===== src/design/cpm_defines.vh =====
// Register map, field positions and reset values of the comparator pin mux
`ifndef CPM_DEFINES_VH
`define CPM_DEFINES_VH

// ----------------------------------------------------------------------
// Register offsets
// ----------------------------------------------------------------------
`define CPM_ADDR_CTRL_A 4'h0
`define CPM_ADDR_CTRL_B 4'h1
`define CPM_ADDR_CAL_A 4'h2
`define CPM_ADDR_PORT 4'h3
`define CPM_ADDR_STATUS 4'h4

// ----------------------------------------------------------------------
// Comparator A control fields
// ----------------------------------------------------------------------
`define CPM_A_EN 0
`define CPM_A_NEGSEL 1
`define CPM_A_OUTEN 2
`define CPM_A_NONINV 7

// ----------------------------------------------------------------------
// Comparator B control fields
// ----------------------------------------------------------------------
`define CPM_B_EN 0
`define CPM_B_POSSEL 1
`define CPM_B_OUTEN 2

// ----------------------------------------------------------------------
// Calibration fields
// ----------------------------------------------------------------------
`define CPM_CAL_REFSEL 5
`define CPM_CAL_MODE 6

// ----------------------------------------------------------------------
// Pin five and op amp routing fields
// ----------------------------------------------------------------------
`define CPM_P_DATA 0
`define CPM_P_DIR 1
`define CPM_P_ROUTE1 2
`define CPM_P_ROUTE2 3
`define CPM_P_PULLUP 4

// ----------------------------------------------------------------------
// Status fields
// ----------------------------------------------------------------------
`define CPM_S_PIN5 0
`define CPM_S_ROUTE1 1
`define CPM_S_ROUTE2 2
`define CPM_S_P2AN 3
`define CPM_S_P3AN 4
`define CPM_S_P4DRV 5
`define CPM_S_P5DRV 6
`define CPM_S_P5AN 7

// ----------------------------------------------------------------------
// Reset values
// ----------------------------------------------------------------------
`define CPM_RST_CTRL_A 8'h82
`define CPM_RST_CTRL_B 8'h02
`define CPM_RST_CAL_A 8'h00
`define CPM_RST_PORT 8'h02

`endif


===== src/design/cpm_pin_mux.v =====
// Comparator pin and analog switch selection with its register port
//
// What this block does
// - Comparator B off leaves its pins general I/O
// - Positive select only: positive pin is analog input
// - Shared select only: low reference plus common pin
// - Both selects: common and positive pins analog
// - Output enabled, no selects: drive output pin
// - Op amp negative, positive pin, output driven
// - Low reference, common pin, output pin driven
// - Common and positive pins inputs, output driven
// - Comparator A drives pin five when both enabled
// - Otherwise pin five follows its direction bit
// - Analog selects, comparator A off: plain I/O
// - Analog selects, A on: buffer, pull-high off
// - Calibration ref one: common pin common mode
// - Calibration ref zero: negative pin common mode
// - Normal mode switch settings follow selects
// - Shared select picks op amp or pin, resets one
// - B positive select: low reference or pin
// - Forced selects read one, restore afterwards
// - Route controls forced low by priority
`timescale 1ns/1ps
`include "cpm_defines.vh"

module cpm_pin_mux #(
  parameter DATA_W = 8,
  parameter ADDR_W = 4
) (
  // Clock and reset
  input wire clk,
  input wire rst_n,
  // Register port
  input wire [ADDR_W-1:0] reg_addr,
  input wire [DATA_W-1:0] reg_wdata,
  input wire reg_we,
  input wire reg_re,
  output reg [DATA_W-1:0] reg_rdata,
  // Comparator results
  input wire comp_a_result,
  input wire comp_b_result,
  // Shared pins
  output reg shared_pin_two_analog,
  output reg shared_pin_three_analog,
  output reg shared_pin_four_out,
  output reg shared_pin_four_oe,
  input wire shared_pin_five_in,
  output reg shared_pin_five_out,
  output reg shared_pin_five_oe,
  output reg shared_pin_five_input_enable,
  output reg shared_pin_five_pullup_enable,
  // Comparator enables and comparator B sources
  output reg comparator_a_enable_out,
  output reg comparator_b_enable_out,
  output reg comp_b_neg_from_pin,
  output reg comp_b_pos_from_pin,
  // Analog switches
  output reg noninv_pin_switch,
  output reg neg_source_switch,
  output reg neg_source_to_pin,
  output reg cal_switch_a,
  output reg cal_switch_b,
  output reg cal_short_switch,
  output reg opamp_first_route_switch,
  output reg opamp_second_route_switch
);

  // --------------------------------------------------------------------
  // Software registers
  // --------------------------------------------------------------------
  reg [DATA_W-1:0] ctrl_a_reg;
  reg [DATA_W-1:0] ctrl_b_reg;
  reg [DATA_W-1:0] cal_a_reg;
  reg [DATA_W-1:0] port_reg;

  // Write strobes, one per register; unmapped addresses write nothing
  wire we_ctrl_a = reg_we & (reg_addr == `CPM_ADDR_CTRL_A);
  wire we_ctrl_b = reg_we & (reg_addr == `CPM_ADDR_CTRL_B);
  wire we_cal_a = reg_we & (reg_addr == `CPM_ADDR_CAL_A);
  wire we_port = reg_we & (reg_addr == `CPM_ADDR_PORT);

  // Forced bits keep the written value underneath, so it returns later
  always @(posedge clk or negedge rst_n) begin
    if (!rst_n) begin
      ctrl_a_reg <= `CPM_RST_CTRL_A;
    end else if (we_ctrl_a) begin
      ctrl_a_reg <= reg_wdata;
    end
  end

  always @(posedge clk or negedge rst_n) begin
    if (!rst_n) begin
      ctrl_b_reg <= `CPM_RST_CTRL_B;
    end else if (we_ctrl_b) begin
      ctrl_b_reg <= reg_wdata;
    end
  end

  always @(posedge clk or negedge rst_n) begin
    if (!rst_n) begin
      cal_a_reg <= `CPM_RST_CAL_A;
    end else if (we_cal_a) begin
      cal_a_reg <= reg_wdata;
    end
  end

  always @(posedge clk or negedge rst_n) begin
    if (!rst_n) begin
      port_reg <= `CPM_RST_PORT;
    end else if (we_port) begin
      port_reg <= reg_wdata;
    end
  end

  // --------------------------------------------------------------------
  // Effective selection
  // --------------------------------------------------------------------
  wire a_en = ctrl_a_reg[`CPM_A_EN];
  wire a_outen = ctrl_a_reg[`CPM_A_OUTEN];
  wire b_en = ctrl_b_reg[`CPM_B_EN];
  wire b_outen = ctrl_b_reg[`CPM_B_OUTEN];
  wire b_possel = ctrl_b_reg[`CPM_B_POSSEL];
  wire cal_mode = cal_a_reg[`CPM_CAL_MODE];
  wire ref_sel = cal_a_reg[`CPM_CAL_REFSEL];
  wire dir_in = port_reg[`CPM_P_DIR];

  // Calibration forces both input selects high
  wire noninv_eff = ctrl_a_reg[`CPM_A_NONINV] | cal_mode;
  wire a_neg_eff = ctrl_a_reg[`CPM_A_NEGSEL] | cal_mode;

  // Pin input has priority over both op amp routes; first beats second
  wire route1_eff = ~noninv_eff & port_reg[`CPM_P_ROUTE1];
  wire route2_eff = ~noninv_eff & ~port_reg[`CPM_P_ROUTE1]
    & port_reg[`CPM_P_ROUTE2];

  // Comparator B pin usage
  wire p2_an = b_en & noninv_eff;
  wire p3_an = b_en & b_possel;
  wire p4_drv = b_en & b_outen;

  // Pin five
  wire p5_drv = a_en & a_outen;
  wire p5_an = a_en & noninv_eff & a_neg_eff;
  wire p5_oe = p5_drv | ~dir_in;
  wire p5_out = p5_drv ? comp_a_result : port_reg[`CPM_P_DATA];
  // An input buffer that is switched off reads as a constant one
  wire p5_pin_rd = p5_an ? 1'b1 : shared_pin_five_in;
  wire p5_rd = dir_in ? p5_pin_rd : port_reg[`CPM_P_DATA];

  // --------------------------------------------------------------------
  // Read data
  // --------------------------------------------------------------------
  reg [DATA_W-1:0] rdata_next;
  always @* begin
    rdata_next = {DATA_W{1'b0}};
    if (reg_re) begin
      case (reg_addr)
        `CPM_ADDR_CTRL_A: begin
          rdata_next = ctrl_a_reg;
          rdata_next[`CPM_A_NONINV] = noninv_eff;
          rdata_next[`CPM_A_NEGSEL] = a_neg_eff;
        end
        `CPM_ADDR_CTRL_B: rdata_next = ctrl_b_reg;
        `CPM_ADDR_CAL_A: rdata_next = cal_a_reg;
        `CPM_ADDR_PORT: rdata_next = port_reg;
        `CPM_ADDR_STATUS: rdata_next = status_word;
        default: rdata_next = {DATA_W{1'b0}};
      endcase
    end
  end

  // Status word, built bit by bit so free bits read as zero
  reg [DATA_W-1:0] status_word;
  always @* begin
    status_word = {DATA_W{1'b0}};
    status_word[`CPM_S_PIN5] = p5_rd;
    status_word[`CPM_S_ROUTE1] = route1_eff;
    status_word[`CPM_S_ROUTE2] = route2_eff;
    status_word[`CPM_S_P2AN] = p2_an;
    status_word[`CPM_S_P3AN] = p3_an;
    status_word[`CPM_S_P4DRV] = p4_drv;
    status_word[`CPM_S_P5DRV] = p5_drv;
    status_word[`CPM_S_P5AN] = p5_an;
  end

  // Next values of the pin and switch flops
  wire p5_ie_next = ~p5_an;
  wire p5_pu_next = port_reg[`CPM_P_PULLUP] & ~p5_an;
  wire cal_a_next = ~cal_mode | ref_sel;
  wire cal_b_next = ~cal_mode | ~ref_sel;

  // --------------------------------------------------------------------
  // Read data register
  // --------------------------------------------------------------------
  // Every output is a flip-flop, so pins and switches lag settings by one
  // cycle; the analog side settles far slower than that anyway.
  always @(posedge clk or negedge rst_n) begin
    if (!rst_n) begin
      reg_rdata <= {DATA_W{1'b0}};
    end else begin
      reg_rdata <= rdata_next;
    end
  end

  // --------------------------------------------------------------------
  // Comparator B pins
  // --------------------------------------------------------------------
  always @(posedge clk or negedge rst_n) begin
    if (!rst_n) begin
      shared_pin_two_analog <= 1'b0;
      shared_pin_three_analog <= 1'b0;
      shared_pin_four_out <= 1'b0;
      shared_pin_four_oe <= 1'b0;
    end else begin
      shared_pin_two_analog <= p2_an;
      shared_pin_three_analog <= p3_an;
      shared_pin_four_out <= comp_b_result;
      shared_pin_four_oe <= p4_drv;
    end
  end

  // --------------------------------------------------------------------
  // Pin five
  // --------------------------------------------------------------------
  always @(posedge clk or negedge rst_n) begin
    if (!rst_n) begin
      shared_pin_five_out <= 1'b0;
      shared_pin_five_oe <= 1'b0;
      shared_pin_five_input_enable <= 1'b1;
      shared_pin_five_pullup_enable <= 1'b0;
    end else begin
      shared_pin_five_out <= p5_out;
      shared_pin_five_oe <= p5_oe;
      shared_pin_five_input_enable <= p5_ie_next;
      shared_pin_five_pullup_enable <= p5_pu_next;
    end
  end

  // --------------------------------------------------------------------
  // Comparator enables and comparator B sources
  // --------------------------------------------------------------------
  always @(posedge clk or negedge rst_n) begin
    if (!rst_n) begin
      comparator_a_enable_out <= 1'b0;
      comparator_b_enable_out <= 1'b0;
      comp_b_neg_from_pin <= 1'b1;
      comp_b_pos_from_pin <= 1'b1;
    end else begin
      comparator_a_enable_out <= a_en;
      comparator_b_enable_out <= b_en;
      comp_b_neg_from_pin <= noninv_eff;
      comp_b_pos_from_pin <= b_possel;
    end
  end

  // --------------------------------------------------------------------
  // Input routing switches
  // --------------------------------------------------------------------
  always @(posedge clk or negedge rst_n) begin
    if (!rst_n) begin
      noninv_pin_switch <= 1'b1;
      neg_source_switch <= 1'b1;
      neg_source_to_pin <= 1'b1;
      opamp_first_route_switch <= 1'b0;
      opamp_second_route_switch <= 1'b0;
    end else begin
      noninv_pin_switch <= noninv_eff;
      neg_source_switch <= 1'b1;
      neg_source_to_pin <= a_neg_eff;
      opamp_first_route_switch <= route1_eff;
      opamp_second_route_switch <= route2_eff;
    end
  end

  // --------------------------------------------------------------------
  // Calibration switches
  // --------------------------------------------------------------------
  // Only comparator A calibration is modelled; B has no cal switches here
  always @(posedge clk or negedge rst_n) begin
    if (!rst_n) begin
      cal_switch_a <= 1'b1;
      cal_switch_b <= 1'b1;
      cal_short_switch <= 1'b0;
    end else begin
      cal_switch_a <= cal_a_next;
      cal_switch_b <= cal_b_next;
      cal_short_switch <= cal_mode;
    end
  end

endmodule // cpm_pin_mux


===== config.mk =====
export PLATFORM = sky130hd
export DESIGN_NAME = cpm_pin_mux
export DESIGN_NICKNAME = d
export VERILOG_FILES = /design/src/design/cpm_pin_mux.v
export VERILOG_INCLUDE_DIRS = /design/src /design/src/design
export SDC_FILE = /design/constraint.sdc
export NUM_CORES = 1
export LEC_CHECK = 0
export BUFFER_PORTS_ARGS = -buffer_cell sky130_fd_sc_hd__clkbuf_2
export CORE_MARGIN = 2
export CORE_UTILIZATION = 54
export CTS_CLUSTER_DIAMETER = 40
export DETAILED_ROUTE_END_ITERATION = 10
export PLACE_DENSITY_LB_ADDON = 0.25
export SETUP_SLACK_MARGIN = 0.05
export SLEW_MARGIN = 10
export SYNTH_ARGS = -nofsm -noshare
export SYNTH_HDL_FRONTEND = slang
export SYNTH_SLANG_ARGS = --single-unit

===== constraint.sdc =====
create_clock -name clk -period 1.4 [get_ports clk]
set_input_delay 0.07 -clock clk [delete_from_list [all_inputs] [get_ports clk]]
set_output_delay 0.07 -clock clk [all_outputs]
set_load 0.01 [all_outputs]

==> results_dict.tcl <==
set metrics [dict create \
    critPathKind "register to register" \
    dp_hpwl_um 3688 \
    finClkSkew_ps 5.574 \
    cts_root_buf "clkbuf_8" \
    slowest_stage "dfrtp_2" \
    vdd.ir_drop.worst_mv 0.7584 \
    tns_ps 0 \
    grt_pass1_vias 1688 \
    die_w_um 71.91 \
    p_leak_uw 0.001404 \
    grt.total_usage_pct 22.29 \
    reg2reg_depth 4 \
    final_util_pct 68.66 \
    seqCellArea_um2 1465 \
    vias_per_cell 5.739 \
    cp.arrival_ps 1500 \
    netlist_area_um2 2490 \
    core_um2 4384 \
    grt_max_degree 59 \
    num_vias 1670 \
    crit_path_start "cal_a_reg[6]$_DFFE_PN0P_" \
    path_cells "buf_4 -> mux2_2 -> a32oi_2 -> a21oi_1" \
    slowest_delay_ps 450 \
    grt_pass1_wl_um 8383 \
    wl_per_cell_um 18.26 \
    timing.hold.ws_ps 16.97 \
    dp.cells 270 \
    yosysWarnings 0 \
    fillCellCount 323 \
    rows 24 \
    routabilityCongestion 0.8458 \
    grt-ovfl-total 0 \
    drive_gt1_share_pct 55.23 \
    drv_slew 0 \
    fin_cells 291 \
    io_pins 47 \
    rsz0062_at_grt "yes" \
    setup_viol 0 \
    critPathMaxFanout 7 \
    antenna_cells 0 \
    wl_um 5313 \
    start_kind "register" \
    cts_num_sinks 58 \
    numCtsBuffers 9 \
    holdCritStartpoint "reg_wdata[7]" \
    synth.avg_cell_area_um2 14.23 \
    fmax_mhz 761.7 \
    initial_core_util_pct 56.79 \
    hold_depth 2 \
    synth_seq_area_share_pct 58.79 \
    drtAntennaViolNets 0 \
    syn_to_final_growth_pct 20.90 \
    path_clk_slew_ps 60 \
    port_buffers 45 \
    cap_violations 0 \
    nets 253 \
    layout_min_cycle_time_ps 1313 \
    status "finished, final reports clean" \
    worst_slew_pin_slew_ps 559.6 \
    endpoint_kind "register" \
    synth-seq-cells 58 \
    finalCritPeriodShare_pct 93.77 \
    antenna_found_initial 0 \
    finalHoldViolCount 0 \
    dieArea_um2 5170 \
    synthCells 175 \
    drt_pre_antenna_iters 4 \
    die_y_um 71.91 \
    clk_latency_ps 330 \
    h-tree-depth 3 \
    cp_data_required_time_ps 1590 \
    drc 0 \
    multi_input_area_um2 953.4 \
    min_path_type "primary input to register" \
    cts_tree "yes" \
    clockBufferDepth 2 \
    power_density_nw_per_um2 1490 \
    reg2reg_from "cal_a_reg[6]$_DFFE_PN0P_" \
    ys_types 40 \
    syn_nets 194 \
    drtIter0Drc 226 \
    slew_headroom_pct 62.53 \
]
[final timing paths]
kind | end | slack [ps]
max | reg_rdata[6]$_DFF_PN0_ | 90
min | ctrl_a_reg[7]$_DFFE_PN1P_ | 20
max reg2reg | reg_rdata[6]$_DFF_PN0_ | 90
min reg2reg | comp_b_pos_from_pin$_DFF_PN1_ | 390
max in group asynchronous | cal_switch_b$_DFF_PN1_ | 810
min in group asynchronous | ctrl_a_reg[2]$_DFFE_PN0P_ | 270
[routing by layer]
metal  track usage (%)  part of all wire [%]
met5                 0                     0
met4             11.74                   2.0
met3             4.444                   5.9
met2             37.04                    52
met1             27.71                    40
[area by class of cell]
class / count / share of cell area, %
Tap cell: 52 / 2.161
Timing Repair Buffer: 58 / 11.47
Clock inverter: 3 / 0.4988
Sequential cell: 58 / 48.67
Inverter: 2 / 0.2494
Clock buffer: 13 / 5.278
Multi-Input combinational cell: 105 / 31.67
[worst max-delay path, delay by kind of cell (launching register included)]
kind / cells / cell delay, ps
flops: 1 / 450
buf+inv: 1 / 190
compound gates: 2 / 270
mux: 1 / 280
[Yosys cell counts (all sizes together)]
library cell  instances  area share [%]
nand2b                3            0.75
inv                   2            0.30
o21ai                 4            0.80
dfstp                10              11
o31ai                 1            0.30
nand3                 4             1.3
and4                  1            0.45
nor2                  3            0.85
mux2i                 3             1.2
o211ai                1            0.30
mux4                  1            0.90
conb                  1            0.15
a31oi                 2            0.50
or2                   1            0.25
dfrtp                48              48
o221ai                1            0.35
a222oi                1            0.40
mux2                 38              17
a21oi                 5             1.0
nand4                 1            0.25
nand4b                2             1.6
and3                  1            0.30
nand2                 9             1.4
nor2b                 3            0.75
a32oi                 1            0.35
nor3                  2            0.60
and2                  5             1.3
a22oi                 3            0.90
clkbuf                2            0.30
nor4b                 2             1.6
nand3b                5             1.5
buf                   8             3.2
a21o                  1            0.30
[stage by stage]
stage | power (uW) | instance area [um^2] | setup slack, ps
global placement | 3072 | 2766 | 58.87
floorplan | 2763 | 2490 | 106.4
CTS | 4486 | 2989 | 42.48
finish | 4485 | 3010 | 87.22
global route | 4676 | 3010 | 35.18
detailed placement | 3119 | 2766 | 58.02
[power breakdown]
group          internal, uW  switching, uW  total [uW]
combinational           453            411         864
clock                   730            614        1340
sequential             2060            214        2280
[repair_timing]
action | in CTS | in global routing
hold endpoints to repair | 51 | 0
gates resized for setup | 1 | 5
pin swaps | 0 | 2
endpoints found under the setup margin | 1 | 5
setup buffers | 0 | 1
hold buffers | 4 | 0
[cells in the final DEF, fill, tap and decap left out, drive strengths merged, types with 2 or more instances in the layout]
cell type,synthesis,routed
clkbuf,2,58
dfrtp,48,48
mux2,38,38
dfstp,10,10
nand2,9,9
buf,8,9
nand3b,5,5
a21oi,5,5
and2,5,5
o21ai,4,4
dlygate4sd3,0,4
nand3,4,4
nor2b,3,3
mux2i,3,3
a22oi,3,3
nand2b,3,3
clkinv,0,3
nor2,3,3
inv,2,2
nor4b,2,2
a31oi,2,2
nor3,2,2
nand4b,2,2
[cell families (layout without fill, tap and decap cells)]
family / count (synthesis) / in the layout / share of synthesized area [%]
buf+inv: 12 / 76 / 3.769
compound gates: 20 / 20 / 5.226
mux: 42 / 42 / 19.30
flops: 58 / 58 / 58.79
simple gates: 42 / 42 / 12.76
other cells: 1 / 1 / 0.1506
Power figures use the tool's default switching activity.
